==> config.mk <==
export PLATFORM = sky130hd
export DESIGN_NAME = pcs_sequencer
export DESIGN_NICKNAME = d
export VERILOG_FILES = /design/src/pcs_sequencer.v /design/src/pcs_power_filter.v /design/src/pcs_charge_timer.v
export VERILOG_INCLUDE_DIRS = /design/src
export SDC_FILE = /design/constraint.sdc
export NUM_CORES = 1
export LEC_CHECK = 0
export BUFFER_PORTS_ARGS = -buffer_cell sky130_fd_sc_hd__clkbuf_2
export CELL_PAD_IN_SITES_DETAIL_PLACEMENT = 0
export CELL_PAD_IN_SITES_GLOBAL_PLACEMENT = 2
export CORE_MARGIN = 5
export CORE_UTILIZATION = 25
export CTS_CLUSTER_SIZE = 14
export DETAILED_ROUTE_END_ITERATION = 12
export GPL_TIMING_DRIVEN = 0
export PLACE_DENSITY = 0.66
export SYNTH_ARGS = -nofsm -noshare
export SYNTH_HDL_FRONTEND = slang
export SYNTH_SLANG_ARGS = --single-unit
==> constraint.sdc <==
create_clock -name clock -period 5.8 [get_ports clock]
set_input_delay 0.58 -clock clock [delete_from_list [all_inputs] [get_ports clock]]
set_output_delay 0.58 -clock clock [all_outputs]
set_load 0.01 [all_outputs]
==> src/pcs_defines.vh <==
// Constants for the power-cycle and backup-store sequencer.
// Assumes a single 25 MHz clock and a synchronous active-high reset.
// Notes on behaviour
// - Supply absent longer than 15 ms means the system is powering down.
// - Inputs need no setup; outputs are commanded to their default state.
// - Query bus transmitters; add reported racks and slots to pending set.
// - Connect each controller bus, collect config, log each mismatch.
// - After comparing, send each controller its module list.
// - Once controllers are ready, replace factory settings with app settings.
// - On power loss the store holds supply while memory is copied.
// - On restore with store attached, hold the application until full charge.
// - After full charge, resume from the memory saved at the last loss.
// - Keep user memory only if store attached and charged at power-down.
// - Absent or slow store ends the wait by timeout; run without it.
// - Flags: both clear ok, both set failed, low only means end of life.
// - Cartridge pulled in normal operation reports a failed-store fault.
// - Bad base at power-up boots at once, drops memory, raises fault.
// - Good base, no charge within 90 s: resume without memory, raise fault.
// - Working backup keeps program, tables, data memories, retentive bits.
// - Temporary, non-retentive coil and system bits are never kept.
// - Attaching or detaching the store while unpowered changes nothing.
`ifndef PCS_DEFINES_VH
`define PCS_DEFINES_VH

`define PCS_CLK_HZ        25000000
`define PCS_LOSS_MS       15
`define PCS_WAIT_S        90
`define PCS_LOSS_CYC      ((`PCS_LOSS_MS * `PCS_CLK_HZ) / 1000)
`define PCS_WAIT_CYC      (32'd`PCS_WAIT_S * 32'd`PCS_CLK_HZ)

`define PCS_STEP_W        3
`define PCS_STEP_OUTDFLT  3'h0
`define PCS_STEP_RACKS    3'h1
`define PCS_STEP_CONNECT  3'h2
`define PCS_STEP_COMPARE  3'h3
`define PCS_STEP_MODLIST  3'h4
`define PCS_STEP_APPLY    3'h5

`define PCS_RACK_W        8
`define PCS_CLASS_N       12
// Program, faults, checksums, overrides, registers, analog, inputs,
// retentive outputs, retentive internals kept; temp, coils, system not.
`define PCS_RETAIN_MASK   12'h1FF

`endif

==> src/pcs_sequencer.v <==
// Power-cycle sequencer: backup-store wait, I/O bring-up, power-down save.
// Assumes all inputs synchronous to clock; rst is the power-up reset.
// The I/O controllers answer each step request with a one-cycle io_ack.
`timescale 1ns/1ns
`default_nettype none
`include "pcs_defines.vh"
module pcs_sequencer #(
  parameter [31:0] LOSS_CYC = `PCS_LOSS_CYC,
  parameter [31:0] WAIT_CYC = `PCS_WAIT_CYC
) (
  input  wire                      clock,
  input  wire                      rst,
  input  wire                      supply_ok,
  input  wire                      base_ok,
  input  wire                      cart_ok,
  input  wire                      charged,
  input  wire                      end_of_life,
  input  wire                      nv_keep,
  input  wire                      io_ack,
  input  wire                      io_mismatch,
  input  wire [`PCS_RACK_W-1:0]    rack_mask,
  input  wire                      save_done,
  output reg                       io_req_ff,
  output reg  [`PCS_STEP_W-1:0]    io_step_ff,
  output reg                       io_fault_log_ff,
  output reg  [`PCS_RACK_W-1:0]    slots_pending_ff,
  output reg                       outputs_default_ff,
  output reg                       run_app_ff,
  output reg                       use_stored_ff,
  output reg                       save_req_ff,
  output reg                       nv_keep_wr_ff,
  output reg                       nv_keep_data_ff,
  output reg                       backup_failed_flag_ff,
  output reg                       backup_low_flag_ff,
  output reg                       backup_fault_ff,
  output reg  [`PCS_CLASS_N-1:0]   retain_ff
);
  localparam [2:0] S_WAKE   = 3'h0;
  localparam [2:0] S_WAIT   = 3'h1;
  localparam [2:0] S_IOINIT = 3'h2;
  localparam [2:0] S_RUN    = 3'h3;
  localparam [2:0] S_SAVE   = 3'h4;
  localparam [2:0] S_HALT   = 3'h5;

  localparam [`PCS_CLASS_N-1:0] RETAIN = `PCS_RETAIN_MASK;
  localparam [31:0] WAIT_CYC32 = WAIT_CYC[31:0];

  reg  [2:0] state_ff;
  reg  [2:0] nxt_state;
  reg        wait_failed_ff;
  reg        cart_q_ff;
  reg        timer_start_ff;
  wire       power_down;
  wire       wait_expired;

  pcs_power_filter #(
    .LOSS_CYC (LOSS_CYC)
  ) u_filter (
    .clock         (clock),
    .rst           (rst),
    .supply_ok     (supply_ok),
    .power_down_ff (power_down)
  );

  pcs_charge_timer #(
    .WAIT_CYC (WAIT_CYC32)
  ) u_timer (
    .clock      (clock),
    .rst        (rst),
    .start      (timer_start_ff),
    .stop       (charged),
    .expired_ff (wait_expired)
  );

  always @* begin
    nxt_state = state_ff;
    case (state_ff)
      S_WAKE: begin
        if (!base_ok)
          nxt_state = S_IOINIT;
        else
          nxt_state = S_WAIT;
      end
      S_WAIT: begin
        if (charged || wait_expired)
          nxt_state = S_IOINIT;
      end
      S_IOINIT: begin
        if (io_ack && io_step_ff == `PCS_STEP_APPLY)
          nxt_state = S_RUN;
      end
      S_RUN: begin
        nxt_state = S_RUN;
      end
      S_SAVE: begin
        if (save_done)
          nxt_state = S_HALT;
      end
      S_HALT: begin
        nxt_state = S_HALT;
      end
      default: begin
        nxt_state = S_WAKE;
      end
    endcase
    // Supply loss preempts every live state; the save runs only once
    if (power_down && state_ff != S_SAVE && state_ff != S_HALT)
      nxt_state = S_SAVE;
  end

  always @(posedge clock) begin
    if (rst) begin
      state_ff <= S_WAKE;
    end else begin
      state_ff <= nxt_state;
    end
  end

  always @(posedge clock) begin
    if (rst) begin
      io_req_ff          <= 1'b0;
      io_step_ff         <= `PCS_STEP_OUTDFLT;
      io_fault_log_ff    <= 1'b0;
      slots_pending_ff   <= {`PCS_RACK_W{1'b0}};
      outputs_default_ff <= 1'b1;
      run_app_ff         <= 1'b0;
      use_stored_ff      <= 1'b0;
      save_req_ff        <= 1'b0;
      nv_keep_wr_ff      <= 1'b0;
      nv_keep_data_ff    <= 1'b0;
      backup_fault_ff    <= 1'b0;
      wait_failed_ff     <= 1'b0;
      timer_start_ff     <= 1'b0;
    end else begin
      io_fault_log_ff <= 1'b0;
      nv_keep_wr_ff   <= 1'b0;
      backup_fault_ff <= 1'b0;
      timer_start_ff  <= 1'b0;
      case (state_ff)
        S_WAKE: begin
          // Only the saved decision matters, not what was plugged in
          // while unpowered
          use_stored_ff <= 1'b0;
          if (!base_ok) begin
            wait_failed_ff  <= 1'b1;
            backup_fault_ff <= 1'b1;
          end else begin
            timer_start_ff <= 1'b1;
          end
          if (nxt_state == S_IOINIT) begin
            io_req_ff  <= 1'b1;
            io_step_ff <= `PCS_STEP_OUTDFLT;
          end
        end
        S_WAIT: begin
          if (charged) begin
            use_stored_ff <= nv_keep;
          end else if (wait_expired) begin
            use_stored_ff   <= 1'b0;
            wait_failed_ff  <= 1'b1;
            backup_fault_ff <= 1'b1;
          end
          if (nxt_state == S_IOINIT) begin
            io_req_ff  <= 1'b1;
            io_step_ff <= `PCS_STEP_OUTDFLT;
          end
        end
        S_IOINIT: begin
          if (io_ack) begin
            case (io_step_ff)
              `PCS_STEP_RACKS: begin
                slots_pending_ff <= slots_pending_ff | rack_mask;
              end
              `PCS_STEP_COMPARE: begin
                io_fault_log_ff <= io_mismatch;
              end
              default: begin
              end
            endcase
            if (io_step_ff == `PCS_STEP_APPLY) begin
              io_req_ff          <= 1'b0;
              outputs_default_ff <= 1'b0;
              run_app_ff         <= 1'b1;
            end else begin
              // Steps run in a fixed order; each waits for its answer
              io_step_ff <= io_step_ff + 3'h1;
            end
          end
        end
        S_RUN: begin
          if (cart_q_ff && !cart_ok)
            backup_fault_ff <= 1'b1;
          if (charged && base_ok && cart_ok)
            wait_failed_ff <= 1'b0;
        end
        S_SAVE: begin
          save_req_ff <= !save_done;
        end
        default: begin
        end
      endcase
      if (nxt_state == S_SAVE && state_ff != S_SAVE) begin
        // Outputs fall back to default while the image is written
        io_req_ff          <= 1'b0;
        outputs_default_ff <= 1'b1;
        run_app_ff         <= 1'b0;
        save_req_ff        <= 1'b1;
        nv_keep_wr_ff      <= 1'b1;
        nv_keep_data_ff    <= base_ok & cart_ok & charged;
      end
    end
  end

  // Flags track the store live, with the power-up verdict folded in
  always @(posedge clock) begin
    if (rst) begin
      cart_q_ff             <= 1'b0;
      backup_failed_flag_ff <= 1'b1;
      backup_low_flag_ff    <= 1'b1;
    end else begin
      cart_q_ff <= cart_ok;
      backup_failed_flag_ff <= !base_ok || !cart_ok
                               || wait_failed_ff;
      backup_low_flag_ff    <= !base_ok || !cart_ok
                               || wait_failed_ff || end_of_life;
    end
  end

  // Memory classes restored from the image; the mask is fixed per class
  genvar gi;
  generate
    for (gi = 0; gi < `PCS_CLASS_N; gi = gi + 1) begin : g_ret
      always @(posedge clock) begin
        if (rst)
          retain_ff[gi] <= 1'b0;
        else
          retain_ff[gi] <= use_stored_ff & RETAIN[gi];
      end
    end
  endgenerate
  // Classes with a zero mask bit are cleared on every power-up
endmodule
`default_nettype wire

==> src/pcs_power_filter.v <==
// Supply dropout qualifier: flags power-down after a long enough gap.
// Assumes supply_ok is already synchronous to clock.
`timescale 1ns/1ns
`default_nettype none
`include "pcs_defines.vh"
module pcs_power_filter #(
  parameter [31:0] LOSS_CYC = `PCS_LOSS_CYC
) (
  input  wire clock,
  input  wire rst,
  input  wire supply_ok,
  output reg  power_down_ff
);
  reg [31:0] gap_ff;

  // Short glitches restart the count; a real loss is sticky until reset
  always @(posedge clock) begin
    if (rst) begin
      gap_ff        <= 32'h0;
      power_down_ff <= 1'b0;
    end else if (supply_ok) begin
      gap_ff <= 32'h0;
    end else begin
      if (gap_ff != 32'hFFFFFFFF)
        gap_ff <= gap_ff + 32'h1;
      if (gap_ff >= LOSS_CYC)
        power_down_ff <= 1'b1;
    end
  end
endmodule
`default_nettype wire

==> src/pcs_charge_timer.v <==
// Charge-wait timer: one-cycle expiry pulse a fixed time after start.
// Assumes start is a one-cycle request from the sequencer; stop is the charged level.
`timescale 1ns/1ns
`default_nettype none
module pcs_charge_timer #(
  parameter [31:0] WAIT_CYC = 32'h0
) (
  input  wire clock,
  input  wire rst,
  input  wire start,
  input  wire stop,
  output reg  expired_ff
);
  reg [31:0] left_ff;
  reg        run_ff;

  always @(posedge clock) begin
    if (rst) begin
      left_ff    <= 32'h0;
      run_ff     <= 1'b0;
      expired_ff <= 1'b0;
    end else begin
      expired_ff <= 1'b0;
      if (start) begin
        left_ff <= WAIT_CYC;
        run_ff  <= 1'b1;
      end else if (stop) begin
        run_ff <= 1'b0;
      end else if (run_ff) begin
        if (left_ff <= 32'h1) begin
          run_ff     <= 1'b0;
          expired_ff <= 1'b1;
        end else begin
          left_ff <= left_ff - 32'h1;
        end
      end
    end
  end
endmodule
`default_nettype wire

==> results of run 1 <==
routing by layer:
metal | track usage | part of all wire | vias to the layer above
met5 | 0 | 0 | -
met2 | 0.2211 | 0.47 | 107
met1 | 0.1798 | 0.48 | 2283
met4 | 0.04439 | 0.015 | 0
li1 | - | - | 2364
met3 | 0.02947 | 0.040 | 14
worst max path at each step:
stage | start | end | slack [ps] | depth (start not counted)
floorplan | u_filter.gap_ff[8]$_SDFFE_PP0P_ | u_filter.gap_ff[27]$_SDFFE_PP0P_ | 3600 | 6
global placement | u_filter.gap_ff[6]$_SDFFE_PP0P_ | u_filter.gap_ff[5]$_SDFFE_PP0P_ | 3080 | 8
detailed placement | u_filter.gap_ff[6]$_SDFFE_PP0P_ | u_filter.gap_ff[11]$_SDFFE_PP0P_ | 3080 | 8
CTS | u_filter.gap_ff[6]$_SDFFE_PP0P_ | u_filter.gap_ff[11]$_SDFFE_PP0P_ | 3050 | 8
global route | u_filter.gap_ff[6]$_SDFFE_PP0P_ | u_filter.gap_ff[5]$_SDFFE_PP0P_ | 2880 | 8
finish | u_filter.gap_ff[6]$_SDFFE_PP0P_ | u_filter.gap_ff[13]$_SDFFE_PP0P_ | 3060 | 8
logic make-up (layout without fill, tap and decap cells):
kind of cell	after synthesis	in the layout	synth area share
adders and majority gates	7	7	0.01813
other	1	3	0.0007763
and+or+nand+nor	263	263	0.3059
buffers and inverters	57	122	0.05439
AOI/OAI and AO/OA	159	159	0.2119
muxes	5	5	0.01114
DFF	96	96	0.3978
state kept, by name, summed over array words and instances (netlist names), 3 cells and up:
register          flops
u_timer.left_ff      32
state_ff              3
io_step_ff            3
slots_pending_ff      8
u_filter.gap_ff      32
placed cells by master, fill, tap and decap left out, drive strengths merged, types with 6 or more instances in the layout:
cell	count
a21oi	57
a31oi	17
a41o	8
and3	10
and4	8
buf	17
clkbuf	84
dfxtp	96
ha	7
inv	17
nand2	44
nand3	19
nand4	16
nor2	46
nor2b	8
nor3	19
nor4	15
o21ai	21
o31ai	28
o41ai	6
or2	8
or3	20
or4	39
layout make-up:
cell class	count	area share
Clock buffer	9	0.03955
Buffer	43	0.03692
Tap cell	260	0.05713
Sequential cell	96	0.3375
Inverter	14	0.009229
Timing Repair Buffer	49	0.04307
Multi-Input combinational cell	437	0.4661
Clock inverter	7	0.01055
power groups by stage:
stage	registers [mW]	logic, mW	clock network [mW]
after floorplan	0.708	0.176	0
after global placement	0.712	0.255	0
after detailed placement	0.712	0.258	0
after CTS	0.697	0.259	0.621
after global routing	0.701	0.290	0.645
final	0.697	0.258	0.598
critical path: cells and delay by family, from the launching register on:
family | cells | cell delay (ps)
flops | 1 | 450
simple gates | 3 | 1170
buf+inv | 3 | 810
compound gates | 2 | 220
==> impl_metrics.py, run 1 <==
metrics = {
    "power_and_ir_drop": {
        "power_mw": 1.553,
        "combPwrFrac": 0.166,
        "p_int_mw": 1.059,
        "p_leak_nw": 2.045,
        "clkPwrFrac": 0.385,
        "sw_frac_of_total": 0.3179,
        "p_switching_mw": 0.4936,
        "irDropWorstVdd_v": 0.0001564,
        "seqPwrFrac": 0.449,
        "powerDensity_mw_per_mm2": 272.7,
    },
    "critical_path": {
        "cpMostUsedCell": "buf_2",
        "critPathMaxStageDelay_ps": 540,
        "critPathLaunchType": "flop",
        "path_class": "flop to flop",
        "r2r_slack_ps": 3060,
        "cp.required_ps": 6080,
        "reg2reg_from": "u_filter.gap_ff[6]$_SDFFE_PP0P_",
        "rr_worst_depth": 8,
        "r2r_end": "u_filter.gap_ff[13]$_SDFFE_PP0P_",
        "slowest_stage": "or4_1",
        "arrival_ps": 3020,
        "endpoint_kind": "flop",
        "crit_path_cell_trace": "nand4_2 -> or4_1 -> buf_2 -> nor4_2 -> buf_2 -> buf_4 -> o21ai_0 -> a21oi_1",
        "crit_path_max_fanout": 10,
    },
    "routing": {
        "drc": 0,
        "vias": 4768,
        "wl_per_cell_um": 16.24,
        "drtPass1Iterations": 5,
        "routed_wl_um": 14860,
        "dr.first_iter.drc_count": 306,
        "drtAntennaViolNets": 0,
        "vias_per_cell": 5.211,
    },
    "sta": {
        "finalWorstSetupSlack_ps": 3062,
        "fmax_mhz": 365.2,
        "final.setup_skew_ps": 10.47,
        "period_share": 0.4721,
        "period_minus_slack_ps": 2738,
        "fin_setup_tns_ps": 0,
        "finalMaxSlewViolations": 0,
        "hold_viol": 0,
        "rsz0062_at_grt": "false",
        "holdWs_ps": 407.0,
        "slew_headroom": 0.5387,
        "setup_viol": 0,
        "worst_pin_slew_ps": 689.5,
    },
    "final_layout": {
        "fin_util": 0.3014,
        "stdcell_count": 915,
        "multi_input_area_sq_mm": 0.002654,
        "final_net_count": 676,
        "final_area_sq_mm": 0.005694,
        "antenna_cells": 0,
        "drive_gt1_frac": 0.1466,
        "syn_to_final_growth_pct": 17.87,
        "fill_cells": 2077,
        "seq_area_sq_mm": 0.001922,
    },
    "grt": {
        "grt_pass1_wl_um": 24330,
        "grt_pass1_vias": 4581,
        "overflow": 0,
        "grt_use_total": 0.1361,
        "antenna_found_initial": 0,
        "grt_max_degree": 19,
    },
    "place": {
        "place_ws_ps": 3079,
        "placed_area_sq_mm": 0.005409,
        "io_buffers": 49,
        "dpl.cell_count": 899,
        "dpl.hpwl_um": 10780,
        "place_congestion": 0.8497,
    },
    "synth": {
        "ys.flop_type": "dfxtp_1",
        "synthArstFlopShare": 0,
        "ys_seq_area_frac": 0.3978,
        "ys_top_cells_by_area": "dfxtp_1 40%, a21oi_1 5.9%, or4_1 5.9%",
        "synth_edf_count": 0,
        "synth_most_common_cell": "dfxtp_1",
        "synth_largest_area_cell": "dfxtp_1",
        "yosysWarnings": 0,
        "ys_seq_elements": 96,
        "ys_types": 52,
        "synthCells": 588,
        "netlist_area_sq_mm": 0.004831,
        "ys_top_cells_by_count": "96 x dfxtp_1, 57 x a21oi_1, 46 x nor2_1",
        "syn-mean-instance-area_sq_um": 8.216,
        "synth_top_area_frac": 0.3978,
    },
    "clock_tree": {
        "cts_tree": "yes",
        "ctsHoldBuffers": 0,
        "clock_latency_ps": 360,
        "post_cts_buffers": 0,
        "path_clk_slew_ps": 80,
        "h-tree-depth": 3,
        "cts.sinks": 96,
        "numCtsBuffers": 9,
        "root_buffer": "clkbuf_16",
        "clockBufferDepth": 2,
        "cts_resized": 0,
    },
    "floorplanning": {
        "die_h_um": 149.0,
        "start_util": 0.2557,
        "boundaryPins": 53,
        "core_area_sq_mm": 0.01889,
        "die_area_sq_mm": 0.02220,
        "num_rows": 50,
        "die_w_um": 149.0,
    },
    "worst_hold_path": {
        "hp-start": "end_of_life",
        "hold_depth": 2,
        "min_to": "backup_low_flag_ff$_SDFF_PP1_",
        "hold_path.class": "primary input to flop",
    },
    "status": {
        "outcome": "complete, no violations",
    },
    "flow_run": {
        "drv_cap": 0,
    },
}
No activity file was read; power rests on OpenSTA's default activity.
==> run 2: changes to the inputs <==
PLACE_DENSITY = 0.68   (was 0.66)
clock period = 2.3 ns   (was 5.8 ns; I/O delays follow)
==> impl_metrics.py, run 2 (synthesized netlist as in run 1, its figures left out) <==
metrics = {
    "floorplanning": {
        "start_util": 0.2557,
        "die_h_um": 149.0,
        "num_rows": 50,
        "core_area_sq_mm": 0.01889,
        "die_w_um": 149.0,
        "boundaryPins": 53,
        "die_area_sq_mm": 0.02220,
    },
    "worst_hold_path": {
        "hold_path.class": "primary input to flop",
    },
    "sta": {
        "hold_viol": 0,
        "fmax_mhz": 447.8,
        "finalMaxSlewViolations": 0,
        "setup_viol": 0,
        "slew_headroom": 0.5457,
        "period_minus_slack_ps": 2233,
        "worst_pin_slew_ps": 678.9,
        "final.setup_skew_ps": 20.92,
        "period_share": 0.9710,
    },
    "clock_tree": {
        "path_clk_slew_ps": 80,
        "clock_latency_ps": 360,
        "root_buffer": "clkbuf_16",
        "numCtsBuffers": 9,
        "cts_tree": "yes",
        "clockBufferDepth": 2,
        "ctsHoldBuffers": 0,
        "cts.sinks": 96,
        "h-tree-depth": 3,
    },
    "power_and_ir_drop": {
        "irDropWorstVdd_v": 0.0003544,
        "p_leak_nw": 2.218,
        "powerDensity_mw_per_mm2": 668.7,
    },
    "routing": {
        "wl_per_cell_um": 15.98,
        "drc": 0,
        "drtPass1Iterations": 6,
        "dr.first_iter.drc_count": 360,
        "routed_wl_um": 14840,
        "drtAntennaViolNets": 0,
        "vias_per_cell": 5.237,
        "vias": 4865,
    },
    "grt": {
        "grt_max_degree": 20,
        "grt_pass1_vias": 4607,
        "antenna_found_initial": 0,
        "grt_pass1_wl_um": 24100,
        "grt_use_total": 0.1341,
        "overflow": 0,
    },
    "final_layout": {
        "layout_commonest_cell": "dfxtp_1",
        "top_regs": "u_filter.gap_ff x32, u_timer.left_ff x32, slots_pending_ff x8",
        "final_cell_mix": "84 x dfxtp_1, 57 x a21oi_1, 51 x clkbuf_2, 46 x nor2_1, 43 x nand2_1",
        "antenna_cells": 0,
        "syn_to_final_growth_pct": 24.40,
        "stdcell_count": 929,
        "drive_gt1_frac": 0.2212,
        "fin_util": 0.3181,
        "final_area_sq_mm": 0.006010,
        "final_net_count": 690,
    },
    "place": {
        "place_congestion": 0.8270,
        "dpl.hpwl_um": 10820,
        "io_buffers": 49,
        "placed_area_sq_mm": 0.005409,
        "dpl.cell_count": 899,
    },
    "flow_run": {
        "drv_cap": 0,
    },
    "critical_path": {
        "critPathLaunchType": "flop",
        "cp.required_ps": 2600,
        "endpoint_kind": "flop",
        "arrival_ps": 2530,
        "crit_path_max_fanout": 6,
        "path_class": "flop to flop",
    },
    "status": {
        "outcome": "complete, no violations",
    },
}
-- run 2: cell count changes in the layout (fill, tap and decap cells not counted), sizes merged --
cell      before  now
buf           17   35
clkinvlp       3    2
clkbuf        84   80
clkinv         1    2
-- run 2: metrics by stage --
step / power (mW) / hold slack, ps / worst slack [ps] / setup TNS (ps)
3_5_place_dp: 2.441 / 421.8 / -378.7 / -9301
5_1_grt: 4.236 / 45.93 / -14.34 / -26.91
2_1_floorplan: 2.229 / 336.5 / 104.5 / 0
3_3_place_gp: 2.430 / 417.2 / -382.6 / -9114
6_report: 4.018 / 55.35 / 66.63 / 0
4_1_cts: 4.036 / 40.66 / 6.553 / 0
-- run 2: final timing paths --
| kind | from | slack (ps) | to | cells after the start |
|---|---|---|---|---|
| worst min-delay path | end_of_life | 60 | backup_low_flag_ff$_SDFF_PP1_ | 2 |
| worst max-delay path | u_filter.gap_ff[7]$_SDFFE_PP0P_ | 70 | u_filter.gap_ff[27]$_SDFFE_PP0P_ | 6 |
| worst max register to register | u_filter.gap_ff[7]$_SDFFE_PP0P_ | 70 | u_filter.gap_ff[27]$_SDFFE_PP0P_ | 6 |
| worst min register to register | slots_pending_ff[0]$_SDFFE_PP0P_ | 470 | slots_pending_ff[0]$_SDFFE_PP0P_ | 2 |
-- run 2: worst max-delay path, cell delays in order, from the launching register on --
cell and delay [ps]:
dfxtp_4 390, nand4_4 120, or4_4 540, buf_8 140, or4_4 500, or4_1 410, nand2_1 80
-- run 2: cell type report --
class                   instances  area, sq um
inverters                      14        56.30
well taps                     260        325.3
multi-input cells             437         2786
plain buffers                  41        231.5
clock buffers                   9        225.2
flip-flops and latches         96         1947
fillers                      2054        12880
repair buffers                 65        365.4
clock inverters                 7        72.57
-- run 2: repair_timing --
| action | in CTS | in global routing |
|---|---|---|
| setup buffers | 7 | 9 |
| pin swaps | 3 | 2 |
| endpoints found under the setup margin | 46 | 45 |
| gates resized for setup | 24 | 32 |
-- run 2: power breakdown --
group	switching, mW	internal [mW]	total [mW]
Sequential	0.0552	1.70	1.76
Clock	0.772	0.770	1.54
Combinational	0.461	0.257	0.717
-- run 2: layer usage --
layer | vias up | routed length (um) | share of wire | global-route usage
li1 | 2402 | - | - | -
met5 | - | 0 | 0 | 0
met4 | 0 | 360 | 0.024 | 0.05538
met3 | 25 | 734 | 0.049 | 0.02856
met1 | 2310 | 6995 | 0.47 | 0.1789
met2 | 128 | 6753 | 0.45 | 0.2105
